## config.mk

```make
export PLATFORM = sky130hd
export DESIGN_NAME = move_multiply_instr_decode
export DESIGN_NICKNAME = d
export VERILOG_FILES = /design/src/instr_decode_pkg.sv /design/src/file_addr_resolve.sv /design/src/move_multiply_instr_decode.sv
export VERILOG_INCLUDE_DIRS = /design/src /design/src/src
export SDC_FILE = /design/constraint.sdc
export NUM_CORES = 1
export LEC_CHECK = 0
export BUFFER_PORTS_ARGS = -buffer_cell sky130_fd_sc_hd__buf_2
export CORE_ASPECT_RATIO = 1.4
export CORE_UTILIZATION = 37
export CTS_CLUSTER_SIZE = 14
export DETAILED_ROUTE_END_ITERATION = 8
export PLACE_DENSITY_LB_ADDON = 0.25
export SETUP_SLACK_MARGIN = 0.5
export SLEW_MARGIN = 40
export SYNTH_ARGS = -nofsm -noshare
export SYNTH_HDL_FRONTEND = slang
export SYNTH_HIERARCHICAL = 1
export SYNTH_SLANG_ARGS = --single-unit
```

## constraint.sdc

```tcl
create_clock -name clock_i -period 6 [get_ports clock_i]
set_clock_uncertainty 0.15 [all_clocks]
set_input_delay 0 -clock clock_i [delete_from_list [all_inputs] [get_ports clock_i]]
set_output_delay 0 -clock clock_i [all_outputs]
set_load 0.01 [all_outputs]
```

## src/instr_decode_map.svh

```systemverilog
`ifndef INSTR_DECODE_MAP_SVH
`define INSTR_DECODE_MAP_SVH

// Opcode upper bytes
`define OPC_LOAD_BANK_LIT 8'h01
`define OPC_LOAD_WORK_LIT 8'h0E
`define OPC_MUL_LIT 8'h0D
`define OPC_STORE_WORK_HI7 7'h37
// Field positions
`define OPC_HI_MSB 15
`define OPC_HI_LSB 8
`define ACCESS_BIT 8
// Access bank split and indexed window limit
`define ACCESS_SPLIT 8'h80
`define INDEXED_LIMIT 8'h5F
// Reset values
`define WORK_RESET 8'h00
`define BANK_RESET 4'h0
`define PROD_RESET 16'h0000
// Upper page used for the high half of the access bank
`define ACCESS_HIGH_PAGE 4'hF

`endif

```

## src/instr_decode_pkg.sv

```systemverilog
package instr_decode_pkg;
  typedef enum logic [2:0] {
    op_none_t_e = 3'b000,
    op_bank_lit_e = 3'b001,
    op_work_lit_e = 3'b011,
    op_store_e = 3'b010,
    op_mul_e = 3'b110
  } op_kind_t;
endpackage : instr_decode_pkg

```

## src/file_addr_resolve.sv

```systemverilog
`timescale 1ns/1ps
`default_nettype none
`include "instr_decode_map.svh"

module file_addr_resolve (
  input wire logic [7:0] file_i,
  input wire logic access_sel_i,
  input wire logic ext_en_i,
  input wire logic [3:0] bank_i,
  input wire logic [7:0] index_base_i,
  output logic [11:0] addr_o,
  output logic indexed_o
);
  logic [11:0] index_sum;

  assign index_sum = {4'h0, index_base_i} + {4'h0, file_i};

  always_comb begin
    indexed_o = 1'b0;
    if (access_sel_i) begin
      addr_o = {bank_i, file_i};
    end else if (ext_en_i && (file_i <= `INDEXED_LIMIT)) begin
      addr_o = index_sum;
      indexed_o = 1'b1;
    end else if (file_i < `ACCESS_SPLIT) begin
      addr_o = {4'h0, file_i};
    end else begin
      addr_o = {`ACCESS_HIGH_PAGE, file_i};
    end
  end
endmodule : file_addr_resolve

`default_nettype wire

```

## src/move_multiply_instr_decode.sv

```systemverilog
`timescale 1ns/1ps
`default_nettype none
`include "instr_decode_map.svh"

module move_multiply_instr_decode #(
  parameter int DATA_W = 8,
  parameter int BANK_W = 4,
  parameter int ADDR_W = 12
) (
  input wire logic clock_i,
  input wire logic rst_i,
  input wire logic instr_valid_i,
  input wire logic [15:0] instr_i,
  input wire logic ext_en_i,
  input wire logic [7:0] index_base_i,
  output logic [7:0] work_o,
  output logic [7:0] bank_select_register_o,
  output logic [7:0] product_high_byte_o,
  output logic [7:0] product_low_byte_o,
  output logic file_we_o,
  output logic [11:0] file_addr_o,
  output logic [7:0] file_wdata_o,
  output logic file_indexed_o,
  output logic flags_we_o,
  output logic illegal_o
);
  // ----------------------------------------
  // Elaboration checks
  // ----------------------------------------
  // Opcode fields and the file map fix these widths
  if (DATA_W != 8) begin : g_bad_data_w
    $error("DATA_W must be 8");
  end
  if (BANK_W != 4) begin : g_bad_bank_w
    $error("BANK_W must be 4");
  end
  if (ADDR_W != DATA_W + BANK_W) begin : g_bad_addr_w
    $error("ADDR_W must equal DATA_W plus BANK_W");
  end
  if (`OPC_HI_MSB - `OPC_HI_LSB + 1 != DATA_W) begin : g_bad_opc_field
    $error("Opcode field must be DATA_W bits wide");
  end
  if (`ACCESS_BIT != `OPC_HI_LSB) begin : g_bad_access_bit
    $error("Access bit must be the lowest opcode bit");
  end
  // Indexed window must sit inside the low access half
  if (`INDEXED_LIMIT >= `ACCESS_SPLIT) begin : g_bad_window
    $error("Indexed window overlaps the high access half");
  end
  if ($bits(`ACCESS_SPLIT) != DATA_W) begin : g_bad_split_w
    $error("Access split must be DATA_W bits wide");
  end
  // Reset constants must match the register widths
  if ($bits(`WORK_RESET) != DATA_W) begin : g_bad_work_reset
    $error("Working reset value width differs from DATA_W");
  end
  if ($bits(`BANK_RESET) != BANK_W) begin : g_bad_bank_reset
    $error("Bank reset value width differs from BANK_W");
  end
  if ($bits(`PROD_RESET) != 2 * DATA_W) begin : g_bad_prod_reset
    $error("Product reset value width differs from twice DATA_W");
  end
  if ($bits(`ACCESS_HIGH_PAGE) != BANK_W) begin : g_bad_high_page
    $error("Access high page width differs from BANK_W");
  end

  // ----------------------------------------
  // Decode
  // ----------------------------------------
  // Decode
  logic [7:0] opc_hi;
  logic [7:0] lit;
  logic match_bank_lit;
  logic match_work_lit;
  logic match_mul;
  logic match_store;
  instr_decode_pkg::op_kind_t kind;
  logic do_bank_lit;
  logic do_work_lit;
  logic do_mul;
  logic do_store;
  logic access_sel;

  // Architectural registers
  logic [DATA_W-1:0] work_q;
  logic [DATA_W-1:0] work_d;
  logic [BANK_W-1:0] bank_q;
  logic [BANK_W-1:0] bank_d;
  logic [2*DATA_W-1:0] prod_q;
  logic [2*DATA_W-1:0] prod_d;
  logic [2*DATA_W-1:0] partial [DATA_W];
  logic [2*DATA_W-1:0] partial_sum [DATA_W+1];

  // File store path
  logic [ADDR_W-1:0] addr_res;
  logic indexed_res;
  logic file_we_d;
  logic [ADDR_W-1:0] file_addr_d;
  logic [DATA_W-1:0] file_wdata_d;
  logic file_indexed_d;
  logic illegal_d;

  assign opc_hi = instr_i[`OPC_HI_MSB:`OPC_HI_LSB];
  assign lit = instr_i[7:0];
  assign access_sel = instr_i[`ACCESS_BIT];

  // Pattern matches before priority is applied
  assign match_bank_lit = (opc_hi == `OPC_LOAD_BANK_LIT);
  assign match_work_lit = (opc_hi == `OPC_LOAD_WORK_LIT);
  assign match_mul = (opc_hi == `OPC_MUL_LIT);
  assign match_store = (opc_hi[7:1] == `OPC_STORE_WORK_HI7);

  always_comb begin
    kind = instr_decode_pkg::op_none_t_e;
    if (!instr_valid_i) begin
      kind = instr_decode_pkg::op_none_t_e;
    end else if (match_bank_lit) begin
      kind = instr_decode_pkg::op_bank_lit_e;
    end else if (match_work_lit) begin
      kind = instr_decode_pkg::op_work_lit_e;
    end else if (match_mul) begin
      kind = instr_decode_pkg::op_mul_e;
    end else if (match_store) begin
      kind = instr_decode_pkg::op_store_e;
    end
  end

  // ----------------------------------------
  // Per-instruction strobes
  // ----------------------------------------
  assign do_bank_lit = (kind == instr_decode_pkg::op_bank_lit_e);
  assign do_work_lit = (kind == instr_decode_pkg::op_work_lit_e);
  assign do_mul = (kind == instr_decode_pkg::op_mul_e);
  assign do_store = (kind == instr_decode_pkg::op_store_e);
  // Valid word outside the four patterns
  assign illegal_d = instr_valid_i && (kind == instr_decode_pkg::op_none_t_e);

  // ----------------------------------------
  // Working register
  // ----------------------------------------
  // Only the literal load writes; store and multiply read the old value
  always_comb begin
    work_d = work_q;
    if (do_work_lit) begin
      work_d = lit;
    end
  end

  always_ff @(posedge clock_i or posedge rst_i) begin
    if (rst_i) begin
      work_q <= `WORK_RESET;
    end else begin
      work_q <= work_d;
    end
    // Multiply never writes here
  end

  // ----------------------------------------
  // Bank select
  // ----------------------------------------
  // Only the low nibble is kept, so upper literal bits drop out
  always_comb begin
    bank_d = bank_q;
    if (do_bank_lit) begin
      bank_d = lit[BANK_W-1:0];
    end
  end

  always_ff @(posedge clock_i or posedge rst_i) begin
    if (rst_i) begin
      bank_q <= `BANK_RESET;
    end else begin
      bank_q <= bank_d;
    end
  end

  assign bank_select_register_o = {4'h0, bank_q};

  // ----------------------------------------
  // Product pair
  // ----------------------------------------
  // Shift-and-add rows, one per working register bit, all in one cycle
  assign partial_sum[0] = '0;
  for (genvar g = 0; g < DATA_W; g++) begin : g_mul_row
    assign partial[g] = work_q[g] ? ((2 * DATA_W)'(lit) << g) : '0;
    assign partial_sum[g + 1] = partial_sum[g] + partial[g];
  end

  // Both bytes load together so they always belong to one product
  always_comb begin
    prod_d = prod_q;
    if (do_mul) begin
      prod_d = partial_sum[DATA_W];
    end
  end

  always_ff @(posedge clock_i or posedge rst_i) begin
    if (rst_i) begin
      prod_q <= `PROD_RESET;
    end else begin
      prod_q <= prod_d;
    end
  end

  assign product_high_byte_o = prod_q[15:8];
  assign product_low_byte_o = prod_q[7:0];

  // ----------------------------------------
  // File store
  // ----------------------------------------
  file_addr_resolve u_resolve (
    .file_i(lit),
    .access_sel_i(access_sel),
    .ext_en_i(ext_en_i),
    .bank_i(bank_q),
    .index_base_i(index_base_i),
    .addr_o(addr_res),
    .indexed_o(indexed_res)
  );

  // Store takes the working value before any same-edge load
  assign file_we_d = do_store;

  always_comb begin
    file_addr_d = file_addr_o;
    if (do_store) begin
      file_addr_d = addr_res;
    end
  end

  always_comb begin
    file_wdata_d = file_wdata_o;
    if (do_store) begin
      file_wdata_d = work_q;
    end
  end

  always_comb begin
    file_indexed_d = file_indexed_o;
    if (do_store) begin
      file_indexed_d = indexed_res;
    end
  end

  always_ff @(posedge clock_i or posedge rst_i) begin
    if (rst_i) begin
      file_we_o <= 1'b0;
    end else begin
      file_we_o <= file_we_d;
    end
  end

  always_ff @(posedge clock_i or posedge rst_i) begin
    if (rst_i) begin
      file_addr_o <= '0;
    end else begin
      file_addr_o <= file_addr_d;
    end
  end

  always_ff @(posedge clock_i or posedge rst_i) begin
    if (rst_i) begin
      file_wdata_o <= '0;
    end else begin
      file_wdata_o <= file_wdata_d;
    end
  end

  always_ff @(posedge clock_i or posedge rst_i) begin
    if (rst_i) begin
      file_indexed_o <= 1'b0;
    end else begin
      file_indexed_o <= file_indexed_d;
    end
  end

  // ----------------------------------------
  // Status and decode outcome
  // ----------------------------------------
  // None of the four instructions touches status
  assign flags_we_o = 1'b0;
  assign work_o = work_q;

  always_ff @(posedge clock_i or posedge rst_i) begin
    if (rst_i) begin
      illegal_o <= 1'b0;
    end else begin
      illegal_o <= illegal_d;
    end
  end
endmodule : move_multiply_instr_decode

`default_nettype wire

```

==> tab_implementation.tex, run 1 <==
\begin{tabular}{lr}
\hline
Metric & Value \\
\hline
\multicolumn{2}{l}{\textbf{STA}} \\
Timing-limited maximum frequency & 216.0 MHz \\
Final Hold Vio Count & 0 \\
Min Hold Slack & 8.662 ps \\
Setup TNS & 0 ps \\
Final min period & 4629 ps \\
Final period utilization & 77.16\% \\
Final max-slew violation count & 0 \\
Worst rel slew slack & 52.47\% \\
Unrepaired setup endpoints after global routing & no \\
Number of setup violations in the final report & 0 \\
Tightest Pin Transition & 709.8 ps \\
\multicolumn{2}{l}{\textbf{Yosys}} \\
Warnings from Yosys & 6 \\
Top cell type by total area after synthesis & sky130\_fd\_sc\_hd\_\_dfrtp\_1 \\
Synth Register Bits & 51 \\
Mean instance size in the synthesized netlist & 10.41 um2 \\
Seq/Total Area, Yosys & 28.92\% \\
Top cells by area, synth & sky130\_fd\_sc\_hd\_\_dfrtp\_1, sky130\_fd\_sc\_hd\_\_fa\_1, sky130\_fd\_sc\_hd\_\_ha\_1 \\
Post-synth top area share & 28.92\% \\
Cell area after synthesis & 4413 um2 \\
Cells after Synth & 424 \\
Synth cell types & 44 \\
\multicolumn{2}{l}{\textbf{Floorplan}} \\
Die Footprint & 12370 um2 \\
Count of pins on the block boundary & 84 \\
\# rows & 46 \\
Die boundary width & 94.30 um \\
Die height & 131.2 um \\
Initial cell density of the core & 38.53\% \\
Area of the core region & 11450 um2 \\
\multicolumn{2}{l}{\textbf{Clocking}} \\
Clock transition at the registers of the reported paths & 70 ps \\
Number of buffers on the longest clock path & 2 \\
\# resized after CTS & 0 \\
Cell chosen for the clock root & sky130\_fd\_sc\_hd\_\_clkbuf\_16 \\
Number of sinks handled by clock tree synthesis & 51 \\
Clk\_lat worst skew & 300 ps \\
Clock tree from TritonCTS & built \\
Number of setup buffers added after CTS & 0 \\
H-tree depth & 2 \\
Clock buffer count from CTS & 5 \\
\multicolumn{2}{l}{\textbf{Cells and area}} \\
Count of filler cells inserted in the layout & 1125 \\
Most common cell after layout, fill and taps aside & sky130\_fd\_sc\_hd\_\_buf\_2 \\
Total number of nets in the final design & 612 \\
Number of antenna repair diodes & 0 \\
Share of final-layout standard cells stronger than drive strength 1 & 23.08\% \\
Post-synthesis to final-layout area growth & 16.50\% \\
Most frequent cells in the layout & sky130\_fd\_sc\_hd\_\_buf\_2, sky130\_fd\_sc\_hd\_\_nand2\_1, sky130\_fd\_sc\_hd\_\_dfrtp\_1 \\
Cell area after layout & 5141 um2 \\
\multicolumn{2}{l}{\textbf{Critical path}} \\
Startpoint types & flip-flop \\
Depth of the most critical reg-to-reg path & 16 \\
Start point of the critical path & work\_o[7] \\
Slack of the worst reg-to-reg path & 1370 ps \\
Endpoint class of the critical path & flip-flop \\
Cell chain of the critical path & and2\_1, fa\_1, inv\_1, fa\_1, inv\_1, fa\_1, inv\_1, fa\_1, inv\_1, ha\_1, and2\_1, a21o\_1, a31oi\_1, o21ai\_0, xnor2\_1, o21ai\_0 \\
Worst Path Required & 6060 ps \\
Largest incremental delay on the critical path & 530 ps \\
Crit Path Class & flip-flop to flip-flop \\
CP max stage cell & sky130\_fd\_sc\_hd\_\_fa\_1 \\
Critical-path maximum fanout & 11 \\
Worst reg2reg startpoint & work\_o[7] \\
Data arrival time of the critical path & 4690 ps \\
Endpoint of the worst-slack reg-to-reg timing path & prod\_q[13] \\
\multicolumn{2}{l}{\textbf{Route}} \\
Number of vias after detailed routing & 3260 \\
Highest Signal Layer & met4 \\
WL final & 9574 um \\
DRT antenna net count & 0 \\
1st-pass router iterations & 4 \\
Detailed-route DRC error count & 0 \\
Met1 wire length & 3768 um \\
DRT iter0 DRCs & 78 \\
WL per Instance & 14.71 um \\
Met3 Wirelength & 342 um \\
Routed length on met2 & 5350 um \\
Via density & 5.008 \\
\multicolumn{2}{l}{\textbf{Worst hold path}} \\
Min-Delay Startpoint & instr\_i[6] \\
Cell depth of the worst hold path & 2 \\
Worst hold-check path type & input port to flip-flop \\
Hold Path End & work\_o[6] \\
\multicolumn{2}{l}{\textbf{Flow run}} \\
Total of max-cap violations & 0 \\
\multicolumn{2}{l}{\textbf{Run status}} \\
Outcome & finished clean \\
\multicolumn{2}{l}{\textbf{Placement}} \\
\# port buffers & 78 \\
Post-DP HPWL & 7571 um \\
GP Congestion & 0.8419 \\
Placement-stage cell area & 4936 um2 \\
\multicolumn{2}{l}{\textbf{Global routing}} \\
Overall overflow remaining after global route & 0 \\
Via count of the first global-routing pass & 3474 \\
Pin count of the biggest net entering global routing & 52 \\
Antenna violations before repair & 0 \\
First-pass GRT wire length & 16350 um \\
GRT Util Overall & 16.71\% \\
\multicolumn{2}{l}{\textbf{Power and ir drop}} \\
Leakage & 2.841 nW \\
Total power per unit cell area & 168.6 nW/um2 \\
Worst vdd rail ir drop & 0.1407 mV \\
\hline
\end{tabular}
worst max-delay path, delay by kind of cell, from the launching register on:
kind                       cells  cell delay, ps
AOI/OAI and AO/OA              4             750
xor gates and xnor gates       1             140
adders and majority gates      5            2420
buffers and inverters          4             190
DFF                            1             470
and+or+nand+nor                2             430
synth_stat cells, drive strengths merged:
| library cell | instances |
|---|---|
| nand2 | 52 |
| dfrtp | 51 |
| and2 | 50 |
| fa | 39 |
| ha | 39 |
| inv | 39 |
| mux2 | 39 |
| o21ai | 24 |
| a21oi | 11 |
| buf | 8 |
| xnor2 | 8 |
| clkbuf | 7 |
| nand3 | 7 |
| xor2 | 6 |
| a211oi | 5 |
| a21o | 5 |
| nand4 | 5 |
| nor2 | 4 |
| a211o | 2 |
| a31oi | 2 |
| and3 | 2 |
| nand2b | 2 |
| nor2b | 2 |
| nor3b | 2 |
| o2111ai | 2 |
| o21a | 2 |
| conb | 1 |
| nand3b | 1 |
| nor4 | 1 |
| o211a | 1 |
| o21bai | 1 |
| o311a | 1 |
| o31ai | 1 |
| or3b | 1 |
| or4b | 1 |
power by group:
group	switching, mW	total (mW)	internal [mW]
clock	0.135	0.302	0.167
combinational	0.110	0.192	0.0816
sequential	0.0129	0.373	0.360
total	0.259	0.867	0.608
repair_timing:
| action | 4_1_cts | 5_1_grt |
|---|---|---|
| endpoints found under the hold margin | 54 | 0 |
| hold buffers | 5 | 0 |
| setup endpoints to repair | 0 | 0 |
stage by stage:
stage                     cells  power (mW)  worst slack [ps]  util (%)
after floorplan             428      0.5061              1542         -
after global placement      637      0.5660              1373     43.03
after detailed placement    638      0.5706              1382     43.10
after CTS                   651      0.8788              1347     44.89
after global routing        651      0.9209              1074     44.89
final                       651      0.8669              1371     44.89
final cells by class:
cell class / count / area, um2 / share of cell area (%)
clock inverters: 2 / 16.27 / 0.3164
inverters: 39 / 146.4 / 2.847
well taps: 144 / 180.2 / 3.505
flip-flops and latches: 51 / 1276 / 24.82
clock buffers: 6 / 138.9 / 2.701
multi-input cells: 323 / 2920 / 56.80
repair buffers: 86 / 462.9 / 9.005
registers in the layout (all words and copies together) (netlist names):
register,count
prod_q,16
file_addr_o,12
file_wdata_o,8
work_o,8
bank_q,4
file_indexed_o,1
file_we_o,1
illegal_o,1
layer usage:
layer  vias to the layer above  GRT usage (%)
met3                         8          3.067
li1                       1564              -
met5                         -              0
met1                      1627          18.62
met2                        61          31.56
met4                         0          4.188
worst max path at each step:
| stage | endpoint | slack [ps] | cells after the start |
|---|---|---|---|
| after floorplan | prod_q[13] | 1540 | 16 |
| after global placement | prod_q[13] | 1370 | 16 |
| after detailed placement | prod_q[13] | 1380 | 16 |
| after CTS | prod_q[13] | 1350 | 16 |
| after global routing | prod_q[13] | 1070 | 16 |
| final | prod_q[13] | 1370 | 16 |
kinds of logic (layout without fill, tap and decap cells):
family                   Yosys count  in the layout  synth area share [%]
flip-flops                        51             51                 28.92
adder cells (fa/ha/maj)           78             78                 28.75
AO/OA/AOI/OAI                     57             57                 7.995
multiplexers                      39             39                 9.952
other                              1              5               0.08498
buffers and inverters             54            133                 5.415
XOR/XNOR                          14             14                 2.779
AND/OR/NAND/NOR                  130            130                 16.10
Note: power is estimated with default switching activity, not from simulation.
==> run 2, diff against run 1 <==
==> constraint.sdc (replaced) <==
create_clock -name clock_i -period 4.55 [get_ports clock_i]
set_clock_uncertainty 0.15 [all_clocks]
set_input_delay 0 -clock clock_i [delete_from_list [all_inputs] [get_ports clock_i]]
set_output_delay 0 -clock clock_i [all_outputs]
set_load 0.01 [all_outputs]
==> tab_implementation.tex, run 2 (same netlist as run 1, synthesis figures left out) <==
\begin{tabular}{lr}
\hline
Metric & Value \\
\hline
\multicolumn{2}{l}{\textbf{Flow run}} \\
Total of max-cap violations & 0 (unchanged) \\
\multicolumn{2}{l}{\textbf{Clocking}} \\
Number of sinks handled by clock tree synthesis & 51 (unchanged) \\
Clk\_lat worst skew & 300 ps (about the same) \\
Clock tree from TritonCTS & built (unchanged) \\
Number of buffers on the longest clock path & 2 (unchanged) \\
Clock buffer count from CTS & 5 (unchanged) \\
H-tree depth & 2 (unchanged) \\
Clock transition at the registers of the reported paths & 70 ps (about the same) \\
Cell chosen for the clock root & sky130\_fd\_sc\_hd\_\_clkbuf\_16 (unchanged) \\
\multicolumn{2}{l}{\textbf{Cells and area}} \\
Utilization after layout & 47.63\% (was 44.89\%) \\
Multi-input gate area in the final layout & 3030 um2 (was 2920 um2) \\
Total number of nets in the final design & 633 (was 612) \\
Count of filler cells inserted in the layout & 1061 (was 1125) \\
Max reg flops & 16 (unchanged) \\
Share of final-layout standard cells stronger than drive strength 1 & 31.25\% (was 23.08\%) \\
Register area & 1285 um2 (was 1276 um2) \\
Number of antenna repair diodes & 0 (unchanged) \\
Cell area after layout & 5455 um2 (was 5141 um2) \\
Most frequent cells in the layout & sky130\_fd\_sc\_hd\_\_buf\_2, sky130\_fd\_sc\_hd\_\_nand2\_1, sky130\_fd\_sc\_hd\_\_and2\_1 (was sky130\_fd\_sc\_hd\_\_buf\_2, sky130\_fd\_sc\_hd\_\_nand2\_1, sky130\_fd\_sc\_hd\_\_dfrtp\_1) \\
Most common cell after layout, fill and taps aside & sky130\_fd\_sc\_hd\_\_buf\_2 (unchanged) \\
Register bank with the most flops & prod\_q (unchanged) \\
Number of cells in the finished layout apart from fillers & 672 (was 651) \\
Post-synthesis to final-layout area growth & 23.62\% (was 16.50\%) \\
Largest registers in the final layout & prod\_q: 16 flops, file\_addr\_o: 12 flops (unchanged) \\
\multicolumn{2}{l}{\textbf{Placement}} \\
Placed Cells & 640 (was 638) \\
Placement-stage cell area & 4982 um2 (was 4936 um2) \\
Setup slack after placement & 307.5 ps (was 1382 ps) \\
\# port buffers & 78 (unchanged) \\
GP Congestion & 0.8591 (was 0.8419) \\
Post-DP HPWL & 7686 um (was 7571 um) \\
\multicolumn{2}{l}{\textbf{STA}} \\
Setup TNS & 0 ps (unchanged) \\
Final Hold Vio Count & 0 (unchanged) \\
Number of setup violations in the final report & 0 (unchanged) \\
Final period utilization & 91.39\% (was 77.16\%) \\
Setup slack of the critical path after layout & 391.7 ps (was 1371 ps) \\
Worst rel slew slack & 54.88\% (was 52.47\%) \\
Final min period & 4158 ps (was 4629 ps) \\
Min Hold Slack & 14.41 ps (was 8.662 ps) \\
Timing-limited maximum frequency & 240.5 MHz (was 216.0 MHz) \\
Tightest Pin Transition & 673.8 ps (was 709.8 ps) \\
Final max-slew violation count & 0 (unchanged) \\
Unrepaired setup endpoints after global routing & yes (was no) \\
\multicolumn{2}{l}{\textbf{Floorplan}} \\
Die Footprint & 12370 um2 (unchanged) \\
Die boundary width & 94.30 um (unchanged) \\
Initial cell density of the core & 38.53\% (unchanged) \\
\# rows & 46 (unchanged) \\
Count of pins on the block boundary & 84 (unchanged) \\
Area of the core region & 11450 um2 (unchanged) \\
Die height & 131.2 um (unchanged) \\
\multicolumn{2}{l}{\textbf{Critical path}} \\
Crit Path Class & flip-flop to flip-flop (unchanged) \\
Worst Path Required & 4580 ps (was 6060 ps) \\
Endpoint class of the critical path & flip-flop (unchanged) \\
Data arrival time of the critical path & 4190 ps (was 4690 ps) \\
Critical-path maximum fanout & 6 (was 11) \\
Startpoint types & flip-flop (unchanged) \\
\multicolumn{2}{l}{\textbf{Global routing}} \\
Overall overflow remaining after global route & 0 (unchanged) \\
Antenna violations before repair & 0 (unchanged) \\
Via count of the first global-routing pass & 3534 (was 3474) \\
First-pass GRT wire length & 17110 um (was 16350 um) \\
Pin count of the biggest net entering global routing & 52 (unchanged) \\
GRT Util Overall & 17.40\% (was 16.71\%) \\
\multicolumn{2}{l}{\textbf{Power and ir drop}} \\
Worst vdd rail ir drop & 0.1769 mV (was 0.1407 mV) \\
Total Power Consumption & 1.219 mW (was 866.9 uW) \\
Leakage & 2.944 nW (was 2.841 nW) \\
Clock power frac & 36.0\% (was 34.9\%) \\
Share of total power in sequential cells & 40.1\% (was 43.0\%) \\
Cell internal power dissipation & 868.3 uW (was 608.3 uW) \\
Fraction of power consumed by combinational cells & 23.9\% (was 22.1\%) \\
Net switching component of the power & 350.7 uW (was 258.7 uW) \\
Total power per unit cell area & 223.5 nW/um2 (was 168.6 nW/um2) \\
Fraction of power spent switching nets & 28.77\% (was 29.84\%) \\
\multicolumn{2}{l}{\textbf{Route}} \\
WL final & 10080 um (was 9574 um) \\
DRT antenna net count & 0 (unchanged) \\
WL per Instance & 15.00 um (was 14.71 um) \\
DRT iter0 DRCs & 129 (was 78) \\
Detailed-route DRC error count & 0 (unchanged) \\
Via density & 4.991 (was 5.008) \\
Number of vias after detailed routing & 3354 (was 3260) \\
1st-pass router iterations & 4 (unchanged) \\
\multicolumn{2}{l}{\textbf{Run status}} \\
Outcome & finished clean (unchanged) \\
\multicolumn{2}{l}{\textbf{Worst hold path}} \\
Worst hold-check path type & input port to flip-flop (unchanged) \\
\hline
\end{tabular}
run 2: cell count changes in the layout (fill, tap and decap cells not counted), moves of 4 or more:
cell / before / now
sky130_fd_sc_hd__ha_4: 0 / 4
sky130_fd_sc_hd__and2_4: 0 / 5
sky130_fd_sc_hd__ha_1: 39 / 34
sky130_fd_sc_hd__buf_4: 3 / 20
sky130_fd_sc_hd__dfrtp_2: 0 / 7
sky130_fd_sc_hd__inv_2: 1 / 5
sky130_fd_sc_hd__dfrtp_1: 51 / 44
sky130_fd_sc_hd__inv_1: 38 / 34
sky130_fd_sc_hd__and2_1: 50 / 45
run 2: critical path, cell delays in order (launching register included):
cell and delay [ps]:
sky130_fd_sc_hd__dfrtp_2 450, sky130_fd_sc_hd__and2_4 160, sky130_fd_sc_hd__fa_1 550, sky130_fd_sc_hd__inv_2 40
sky130_fd_sc_hd__fa_1 490, sky130_fd_sc_hd__inv_1 50, sky130_fd_sc_hd__fa_1 490, sky130_fd_sc_hd__inv_2 40
sky130_fd_sc_hd__fa_2 520, sky130_fd_sc_hd__inv_2 40, sky130_fd_sc_hd__ha_4 200, sky130_fd_sc_hd__and2_4 140
sky130_fd_sc_hd__a21o_1 180, sky130_fd_sc_hd__a31oi_4 220, sky130_fd_sc_hd__o21ai_2 80, sky130_fd_sc_hd__xnor2_1 170
sky130_fd_sc_hd__o21ai_1 70
run 2: power groups by stage:
stage,logic (mW),registers (mW),clock network [mW]
after floorplan,0.166,0.506,0
after global placement,0.253,0.499,0
after detailed placement,0.258,0.500,0
after CTS,0.290,0.489,0.453
after global routing,0.327,0.492,0.474
final,0.291,0.489,0.439
run 2: path summary, 6_finish.rpt:
check / slack, ps / start / cells past startpoint / end
setup / recovery: 390 / work_o[7] / 16 / prod_q[13]
hold / removal: 10 / instr_i[2] / 2 / bank_q[2]
setup reg to reg: 390 / work_o[7] / 16 / prod_q[13]
hold reg to reg: 320 / prod_q[0] / 2 / prod_q[0]
max in group asynchronous: 3500 / rst_i / 4 / work_o[3]
min in group asynchronous: 270 / rst_i / 4 / prod_q[2]
run 2: cell type report:
type / count / share of cell area [%]
clock buffers: 5 / 2.294
flip-flops and latches: 51 / 23.56
repair buffers: 107 / 11.74
clock inverters: 3 / 0.8716
inverters: 39 / 2.683
well taps: 144 / 3.303
multi-input cells: 323 / 55.55
run 2: timing repair:
item / 4_1_cts / 5_1_grt
resized for setup: 14 / 9
setup buffers: 15 / 1
setup endpoints to repair: 6 / 7
pin swaps: 7 / 5
hold buffers: 8 / 0
hold endpoints to repair: 56 / 0
run 2: per-layer routing:
metal,track usage (%),wire length (um),share of wire [%],up-vias
li1,-,-,-,1614
met1,20.01,4005,40,1639
met2,32.49,5508,55,85
met3,2.662,399,4.0,16
met4,4.530,166,1.6,0
met5,0,0,0,-
